--- config.mk ---
export PLATFORM = sky130hd
export DESIGN_NAME = mad_master_decoder
export DESIGN_NICKNAME = d
export VERILOG_FILES = /design/src/shared/mad_pkg.sv /design/src/mad_master_decoder.sv /design/src/mad_region_match.sv
export SDC_FILE = /design/constraint.sdc
export NUM_CORES = 1
export LEC_CHECK = 0
export BUFFER_PORTS_ARGS = -buffer_cell sky130_fd_sc_hd__buf_2
export CORE_UTILIZATION = 44
export CTS_BUF_LIST = sky130_fd_sc_hd__clkbuf_16
export CTS_CLUSTER_SIZE = 28
export DETAILED_ROUTE_END_ITERATION = 7
export PLACE_DENSITY_LB_ADDON = 0.25
export SLEW_MARGIN = 20
export SYNTH_ARGS = -nofsm -noshare
export SYNTH_HDL_FRONTEND = slang
export SYNTH_SLANG_ARGS = --single-unit
--- constraint.sdc ---
create_clock -name i_core_clk -period 2.8 [get_ports i_core_clk]
set_input_delay 0.28 -clock i_core_clk [delete_from_list [all_inputs] [get_ports i_core_clk]]
set_output_delay 0.28 -clock i_core_clk [all_outputs]
set_load 0.05 [all_outputs]
--- src/shared/mad_pkg.sv ---
// Package of constants and types for the master address decoder.
package mad_pkg;

   // Bus widths
   localparam int unsigned ADDR_W = 16;
   localparam int unsigned DATA_W = 8;
   localparam int unsigned LED_W  = 2;

   // Master-side match table indices
   localparam int unsigned M_ROM   = 0;
   localparam int unsigned M_LRAM  = 1;
   localparam int unsigned M_SHARE = 2;
   localparam int unsigned M_DSP   = 3;
   localparam int unsigned M_IO_A  = 4;
   localparam int unsigned M_IO_B  = 5;
   localparam int unsigned M_IO_C  = 6;
   localparam int unsigned M_IO_CT = 7;
   localparam int unsigned M_UART  = 8;
   localparam int unsigned M_NUM   = 9;

   // Memory decodes look at address bits 15..13 (DSP store narrows to 1K)
   localparam logic [15:0] M_MASK [M_NUM] = '{
      16'h8000, 16'hE000, 16'hE000, 16'hFC00,
      16'h00E0, 16'h00E0, 16'h00E0, 16'h00E0, 16'h00E0};
   localparam logic [15:0] M_BASE [M_NUM] = '{
      16'h0000, 16'hA000, 16'hC000, 16'hE000,
      16'h0000, 16'h0020, 16'h0040, 16'h0060, 16'h0080};

   // Slave-side match table: upper 4K of shared RAM and the DSP store
   localparam int unsigned S_SHARE = 0;
   localparam int unsigned S_DSP   = 1;
   localparam int unsigned S_NUM   = 2;
   localparam logic [15:0] S_MASK [S_NUM] = '{16'hF000, 16'hFC00};
   localparam logic [15:0] S_BASE [S_NUM] = '{16'hD000, 16'hE000};

   // Control latch field positions and reset value
   localparam int unsigned CTL_SYNC_BIT = 0;
   localparam int unsigned CTL_MUTE_BIT = 1;
   localparam int unsigned CTL_RST_BIT  = 2;
   localparam int unsigned CTL_LED_LO   = 3;
   localparam int unsigned CTL_LED_HI   = 4;
   localparam logic [7:0]  CTL_RESET    = 8'h01;

   // Slave refresh window length in clock cycles
   localparam int unsigned REFRESH_CYCLES = 2;
   localparam logic [1:0]  REFRESH_CNT    = 2'(REFRESH_CYCLES);

   // Slave-bus window arbiter states
   typedef enum logic [1:0] {
      WIN_IDLE  = 2'b00,
      WIN_WAIT  = 2'b01,
      WIN_GRANT = 2'b10,
      WIN_DONE  = 2'b11
   } mad_win_state_t;

endpackage

--- src/mad_master_decoder.sv ---
// Master address decoder, control latch and slave-bus window arbiter.
//
// Contract
// - Master controls slave reset, interrupt, audio mute.
// - Slave reaches DSP store only via bus.
// - 32K ROM decoded in master space only.
// - All 16K RAM reachable from master space.
// - Slave sees only upper 4K shared RAM.
// - Lower 4K never selected on slave cycles.
// - DSP 1K store decoded for both processors.
// - Slave refresh period is the master window.
// - Master slave-bus access only inside refresh, or any time while slave is held in reset.
// - Memory bits 15-13, I/O bits 7-5.
// - ROM, local RAM, shared, DSP address ranges.
// - I/O read selects and UART select.
// - Port 60h write loads control latch.
// - Wait master outside window until next window.
// - Slave in reset: grant without wait.
module mad_master_decoder (
   // Clock and reset
   input  wire logic                       i_core_clk,
   input  wire logic                       i_resetn,
   // Master processor bus
   input  wire logic [mad_pkg::ADDR_W-1:0] i_master_address_bus,
   input  wire logic [mad_pkg::DATA_W-1:0] i_master_data_bus,
   input  wire logic                       i_master_memory_request_n,
   input  wire logic                       i_master_io_request_n,
   input  wire logic                       i_master_rd_n,
   input  wire logic                       i_master_wr_n,
   input  wire logic                       i_master_m1_n,
   input  wire logic                       i_master_refresh_n,
   // Slave processor bus
   input  wire logic [mad_pkg::ADDR_W-1:0] i_slave_address_bus,
   input  wire logic                       i_slave_memory_request_n,
   input  wire logic                       i_slave_refresh_n,
   // Master memory selects
   output      logic                       o_rom_select_n,
   output      logic                       o_local_ram_select_n,
   output      logic                       o_master_slavebus_request_n,
   output      logic                       o_master_wait_n,
   // Slave bus selects
   output      logic                       o_slave_bus_grant,
   output      logic                       o_shared_ram_select_n,
   output      logic                       o_dsp_store_select_n,
   // Master I/O selects
   output      logic                       o_input_port_a_select_n,
   output      logic                       o_input_port_b_select_n,
   output      logic                       o_input_port_c_select,
   output      logic                       o_uart_select_n,
   // Control latch outputs
   output      logic                       o_slave_sync_n,
   output      logic                       o_audio_mute_n,
   output      logic                       o_slave_reset_n,
   output      logic [mad_pkg::LED_W-1:0]  o_midi_led
);
   import mad_pkg::*;

   logic                 mem_cycle;
   logic                 io_cycle;
   logic                 io_read;
   logic [M_NUM-1:0]     m_hit;
   logic [S_NUM-1:0]     s_hit;
   logic                 slave_cycle;
   logic                 window;
   logic                 slave_in_reset;
   logic                 req_d;
   logic                 latch_wr;
   logic [DATA_W-1:0]    ctl_q;
   mad_win_state_t       state_q;
   mad_win_state_t       state_d;
   logic [1:0]           grant_cnt_q;
   logic [1:0]           grant_cnt_d;

   // Master refresh cycles also drive memory request; they must not select
   assign mem_cycle = !i_master_memory_request_n && i_master_refresh_n;
   // Interrupt acknowledge carries I/O request with M1; it is not a port access
   assign io_cycle  = !i_master_io_request_n && i_master_m1_n;
   assign io_read   = io_cycle && !i_master_rd_n;

   genvar gi;
   generate
      for (gi = 0; gi < M_NUM; gi++) begin : g_master
         mad_region_match #(
            .MASK (M_MASK[gi]),
            .BASE (M_BASE[gi])
         ) u_match (
            .i_addr   (i_master_address_bus),
            .i_enable ((gi < M_IO_A) ? mem_cycle : io_cycle),
            .o_match  (m_hit[gi])
         );
      end
      for (gi = 0; gi < S_NUM; gi++) begin : g_slave
         mad_region_match #(
            .MASK (S_MASK[gi]),
            .BASE (S_BASE[gi])
         ) u_match (
            .i_addr   (i_slave_address_bus),
            .i_enable (slave_cycle),
            .o_match  (s_hit[gi])
         );
      end
   endgenerate

   // Slave's own cycles exclude its refresh, which belongs to the master
   assign slave_cycle    = !i_slave_memory_request_n && i_slave_refresh_n;
   assign window         = !i_slave_refresh_n;
   assign slave_in_reset = !ctl_q[CTL_RST_BIT];
   assign req_d          = m_hit[M_SHARE] || m_hit[M_DSP];
   assign latch_wr       = m_hit[M_IO_CT] && !i_master_wr_n;

   // ROM and local RAM live on the master bus only
   always_ff @(posedge i_core_clk or negedge i_resetn) begin
      if (!i_resetn) begin
         o_rom_select_n <= 1'b1;
      end else begin
         o_rom_select_n <= !m_hit[M_ROM];
      end
   end

   always_ff @(posedge i_core_clk or negedge i_resetn) begin
      if (!i_resetn) begin
         o_local_ram_select_n <= 1'b1;
      end else begin
         o_local_ram_select_n <= !m_hit[M_LRAM];
      end
   end

   always_ff @(posedge i_core_clk or negedge i_resetn) begin
      if (!i_resetn) begin
         o_master_slavebus_request_n <= 1'b1;
      end else begin
         o_master_slavebus_request_n <= !req_d;
      end
   end

   // Read-only ports respond only with read strobe low
   always_ff @(posedge i_core_clk or negedge i_resetn) begin
      if (!i_resetn) begin
         o_input_port_a_select_n <= 1'b1;
      end else begin
         o_input_port_a_select_n <= !(m_hit[M_IO_A] && io_read);
      end
   end

   always_ff @(posedge i_core_clk or negedge i_resetn) begin
      if (!i_resetn) begin
         o_input_port_b_select_n <= 1'b1;
      end else begin
         o_input_port_b_select_n <= !(m_hit[M_IO_B] && io_read);
      end
   end

   // Port c select is active high, so its idle level is low
   always_ff @(posedge i_core_clk or negedge i_resetn) begin
      if (!i_resetn) begin
         o_input_port_c_select <= 1'b0;
      end else begin
         o_input_port_c_select <= m_hit[M_IO_C] && io_read;
      end
   end

   always_ff @(posedge i_core_clk or negedge i_resetn) begin
      if (!i_resetn) begin
         o_uart_select_n <= 1'b1;
      end else begin
         o_uart_select_n <= !m_hit[M_UART];
      end
   end

   // Reset leaves the slave held and audio muted until software releases them
   always_ff @(posedge i_core_clk or negedge i_resetn) begin
      if (!i_resetn) begin
         ctl_q <= CTL_RESET;
      end else if (latch_wr) begin
         ctl_q <= i_master_data_bus;
      end
   end

   // Pins trail the latch by one cycle so every output comes from a flop
   always_ff @(posedge i_core_clk or negedge i_resetn) begin
      if (!i_resetn) begin
         o_slave_sync_n <= CTL_RESET[CTL_SYNC_BIT];
      end else begin
         o_slave_sync_n <= ctl_q[CTL_SYNC_BIT];
      end
   end

   always_ff @(posedge i_core_clk or negedge i_resetn) begin
      if (!i_resetn) begin
         o_audio_mute_n <= CTL_RESET[CTL_MUTE_BIT];
      end else begin
         o_audio_mute_n <= ctl_q[CTL_MUTE_BIT];
      end
   end

   always_ff @(posedge i_core_clk or negedge i_resetn) begin
      if (!i_resetn) begin
         o_slave_reset_n <= CTL_RESET[CTL_RST_BIT];
      end else begin
         o_slave_reset_n <= ctl_q[CTL_RST_BIT];
      end
   end

   always_ff @(posedge i_core_clk or negedge i_resetn) begin
      if (!i_resetn) begin
         o_midi_led <= CTL_RESET[CTL_LED_HI:CTL_LED_LO];
      end else begin
         o_midi_led <= ctl_q[CTL_LED_HI:CTL_LED_LO];
      end
   end

   // Window arbiter: DONE keeps one master cycle from being granted twice
   always_comb begin
      state_d     = state_q;
      grant_cnt_d = grant_cnt_q;
      case (state_q)
         WIN_IDLE: begin
            if (req_d && (slave_in_reset || window)) begin
               state_d     = WIN_GRANT;
               grant_cnt_d = 2'h0;
            end else if (req_d) begin
               state_d = WIN_WAIT;
            end
         end
         WIN_WAIT: begin
            if (!req_d) begin
               state_d = WIN_IDLE;
            end else if (slave_in_reset || window) begin
               state_d     = WIN_GRANT;
               grant_cnt_d = 2'h0;
            end
         end
         WIN_GRANT: begin
            if (!req_d) begin
               state_d = WIN_IDLE;
            end else if (!slave_in_reset &&
                         (!window || grant_cnt_q == REFRESH_CNT - 2'h1)) begin
               state_d = WIN_DONE;
            end else if (grant_cnt_q != REFRESH_CNT) begin
               grant_cnt_d = grant_cnt_q + 2'h1;
            end
         end
         WIN_DONE: begin
            if (!req_d) begin
               state_d = WIN_IDLE;
            end
         end
         default: begin
            state_d = WIN_IDLE;
         end
      endcase
   end

   always_ff @(posedge i_core_clk or negedge i_resetn) begin
      if (!i_resetn) begin
         state_q <= WIN_IDLE;
      end else begin
         state_q <= state_d;
      end
   end

   // Count is only meaningful in GRANT; it is cleared on every entry
   always_ff @(posedge i_core_clk or negedge i_resetn) begin
      if (!i_resetn) begin
         grant_cnt_q <= 2'h0;
      end else begin
         grant_cnt_q <= grant_cnt_d;
      end
   end

   // Wait is driven from the next state so it lands in the request's own cycle
   always_ff @(posedge i_core_clk or negedge i_resetn) begin
      if (!i_resetn) begin
         o_master_wait_n <= 1'b1;
      end else begin
         o_master_wait_n <= !(req_d && state_d == WIN_WAIT);
      end
   end

   always_ff @(posedge i_core_clk or negedge i_resetn) begin
      if (!i_resetn) begin
         o_slave_bus_grant <= 1'b0;
      end else begin
         o_slave_bus_grant <= (state_d == WIN_GRANT);
      end
   end

   // Granted master sees all 8K of shared RAM; the slave only the upper 4K
   always_ff @(posedge i_core_clk or negedge i_resetn) begin
      if (!i_resetn) begin
         o_shared_ram_select_n <= 1'b1;
      end else if (state_d == WIN_GRANT) begin
         o_shared_ram_select_n <= !m_hit[M_SHARE];
      end else begin
         o_shared_ram_select_n <= !s_hit[S_SHARE];
      end
   end

   // Slave reaches the DSP store only through this select on its own bus
   always_ff @(posedge i_core_clk or negedge i_resetn) begin
      if (!i_resetn) begin
         o_dsp_store_select_n <= 1'b1;
      end else if (state_d == WIN_GRANT) begin
         o_dsp_store_select_n <= !m_hit[M_DSP];
      end else begin
         o_dsp_store_select_n <= !s_hit[S_DSP];
      end
   end

endmodule

--- src/mad_region_match.sv ---
// Address window comparator used for every decoded range.
module mad_region_match #(
   parameter logic [15:0] MASK = 16'hFFFF,
   parameter logic [15:0] BASE = 16'h0000
) (
   // Address and qualifier
   input  wire logic [mad_pkg::ADDR_W-1:0] i_addr,
   input  wire logic                       i_enable,
   // Result
   output      logic                       o_match
);
   import mad_pkg::*;

   assign o_match = i_enable && ((i_addr & MASK) == BASE);

endmodule

==> flow_summary.ini <==
[power_and_ir_drop]
ir_worst_vdd_v = 0.000465
p_per_area_nw_per_um2 = 643
p_leak_nw = 0.650
power_uw = 859

[setup_path]
startpoint_type = flop
reg2reg_from = grant_cnt_q[0]$_DFFE_PN0P_
cp.required_ns = 2.99
cp_max_fo = 4
path_delay_family = compound AO/OA/AOI/OAI gates
cp.buffers_inverters = 0
worstRegToRegCells = 5
slowest_delay_ns = 0.40
timing.rr.end = o_dsp_store_select_n$_DFF_PN1_
worstSetupPathType = reg2reg
rrSetupSlack_ns = 1.19
slowest_stage = dfrtp_1
path_cells = ha_1 -> a21o_1 -> a22oi_1 -> nor2b_1 -> o31a_1
arrival_ns = 1.81
end_kind = flop

[clocking]
cts_resized = 0
cts.sinks = 25
cts_setup_buffers = 0
path_clk_slew_ns = 0.06
root_buffer = clkbuf_16
cts_hold_buf = 0
cts_max_path_buffers = 2
clk_latency_ns = 0.25
cts_buffers = 3
cts_htree_levels = 1
cts_tree = built

[route]
drtIter0Drc = 3
dr_wl_met3_um = 113
top_layer_used = met4
drc = 0
wl_met2_um = 905
via_per_inst = 5.03
vias = 749
wl_mm = 1.78
ant_nets = 0
wl_per_cell_um = 11.9
first_pass_iters = 4
wl_met1_um = 748

[sta]
final-hold-violation-count = 1
fmax_mhz = 620
finalCritPeriodShare_pct = 57.6
period_minus_slack_ns = 1.61
timing.final.ws_setup_ns = 1.19
slew_headroom_pct = 65.3
worst_pin_slew_ns = 0.521
final.setup.tns_ns = 0
finalSetupViolCount = 0
fin_skew_ns = 0.00231
drv_slew = 0
rsz0062_at_grt = no
hold_slack_ns = -0.0000530

[floorplan]
floorplan.initialDensity_pct = 49.0
core-area_um2 = 2060
rows = 16
die_y_um = 49.9
die_area_um2 = 2490
io_pins = 66
die_w_um = 49.9

[finish]
instances_no_fill = 149
drive_gt1_share_pct = 54.9
syn_to_final_growth_pct = 32.3
finalInstanceArea_um2 = 1340
nFillCells = 155
n_antenna_cell = 0
final_nets = 175

[logic_synthesis]
syn_area_um2 = 1010
async_flop_share_pct = 100
syn_nets = 126
synth_edf_count = 0
synth-seq-cells = 25
syn_area_per_cell_um2 = 13.6
seq_area_frac_synth_pct = 63.3
yosysTopAreaCellShare_pct = 34.7
synth.area.top_cells = dfrtp_1 35%, dfstp_2 29%, mux2_4 7.4%
synthFlopType = dfrtp_1
synth_cells = 74
ys_top_cells_by_count = 14 x dfrtp_1, 11 x dfstp_2, 7 x nor2_1
yosysWarnings = 0
yosysMostFrequentCell = dfrtp_1
synth.largest_area_cell = dfrtp_1
synth_cell_types = 28

[grt]
grt.total_usage_pct = 16.5
gr-total-overflow = 0
first_global_vias = 748
grt_max_degree = 26
grt_first_pass_wirelength_mm = 3.06
antenna_found_initial = 0

[run]
timing.max_cap.violations = 0

[placed_design]
dp_slack_ns = 1.11
hpwl_mm = 1.36
gp_congestion = 0.677
portBuffers = 45
place_area_um2 = 1260
dp_cells = 145

[worst_hold_path]
hold_path_class = in2async

[outcome]
status = finished with violations
violations = hold timing
==> cells by family (layout without fill, tap and decap cells) <==
kind of cell | count (synthesis) | after routing | synth area share (%)
buf+inv | 4 | 52 | 2.23
fa+ha+maj | 2 | 2 | 2.48
simple gates | 30 | 30 | 17.6
mux | 7 | 7 | 9.67
compound gates | 6 | 6 | 4.71
flops | 25 | 25 | 63.3
==> registers in the layout, summed over array words and instances, names as in the netlist, 2 cells and up <==
| name | cells |
|---|---|
| ctl_q | 5 |
| grant_cnt_q | 2 |
| o_midi_led | 2 |
| state_q | 2 |
==> worst max-delay path by stage <==
stage / from / endpoint / slack (ns) / cells past startpoint
after floorplan: i_master_io_request_n / ctl_q[1]$_DFFE_PN0P_ / 1.34 / 4
after global placement: i_master_io_request_n / ctl_q[1]$_DFFE_PN0P_ / 1.14 / 4
final: grant_cnt_q[0]$_DFFE_PN0P_ / o_dsp_store_select_n$_DFF_PN1_ / 1.19 / 5
after global routing: grant_cnt_q[1]$_DFFE_PN0P_ / o_dsp_store_select_n$_DFF_PN1_ / 1.05 / 6
after detailed placement: i_master_io_request_n / ctl_q[3]$_DFFE_PN0P_ / 1.11 / 4
after CTS: grant_cnt_q[0]$_DFFE_PN0P_ / o_dsp_store_select_n$_DFF_PN1_ / 1.18 / 5
==> layer usage <==
| metal | GRT usage, % | up-vias |
|---|---|---|
| met5 | 0 | - |
| met4 | 7.14 | 0 |
| met3 | 3.40 | 2 |
| met2 | 29.1 | 31 |
| met1 | 19.1 | 355 |
| li1 | - | 361 |
==> layout by cell type, fill, tap and decap left out <==
cell        n
o31a_1      1
or4b_1      1
nor3_1      1
o21ai_0     1
nor3b_1     1
nor4bb_1    1
a22oi_1     1
inv_1       4
nor4_1      1
nor2_1      7
nand4_1     2
nand2b_1    1
or3b_2      1
dfstp_2    11
nand2_1     4
o41a_1      1
mux2_2      2
o31ai_1     1
nor2b_1     1
mux2_4      5
ha_1        2
dfrtp_1    14
nand3b_1    4
clkbuf_16   3
buf_2      45
nand3_1     3
and4b_1     1
nand4b_1    1
a21o_1      1
==> metrics by stage <==
step / hold WS, ns / util (%)
after global routing: 0.0362 / 64.8
after floorplan: -0.0156 / -
after detailed placement: 0.287 / 61.0
after CTS: 0.0144 / 64.8
after global placement: 0.282 / 61.0
final: -0.0000530 / 64.8
==> final cells by class <==
cell class                      count  area, um^2  share of cell area [%]
Clock buffer                        3        75.1                    5.62
Multi-Input combinational cell     45         348                    26.0
Inverter                            3        11.3                   0.843
Tap cell                           27        33.8                    2.53
Clock inverter                      1        3.75                   0.281
Timing Repair Buffer               45         225                    16.9
Sequential cell                    25         639                    47.8
==> power by group <==
group / total (mW) / internal [mW] / switching [mW] / leakage (nW)
clock: 0.300 / 0.190 / 0.110 / 0.0423
sequential: 0.411 / 0.398 / 0.0130 / 0.301
combinational: 0.148 / 0.0525 / 0.0950 / 0.306
total: 0.859 / 0.641 / 0.218 / 0.650
==> worst register-to-register path: cells and delay by family, from the launching register on <==
| kind | cells | cell delay [ns] |
|---|---|---|
| and+or+nand+nor | 1 | 0.26 |
| adders and majority gates | 1 | 0.21 |
| AOI/OAI and AO/OA | 3 | 0.68 |
| DFF | 1 | 0.40 |
Power figures use the tool's default switching activity.
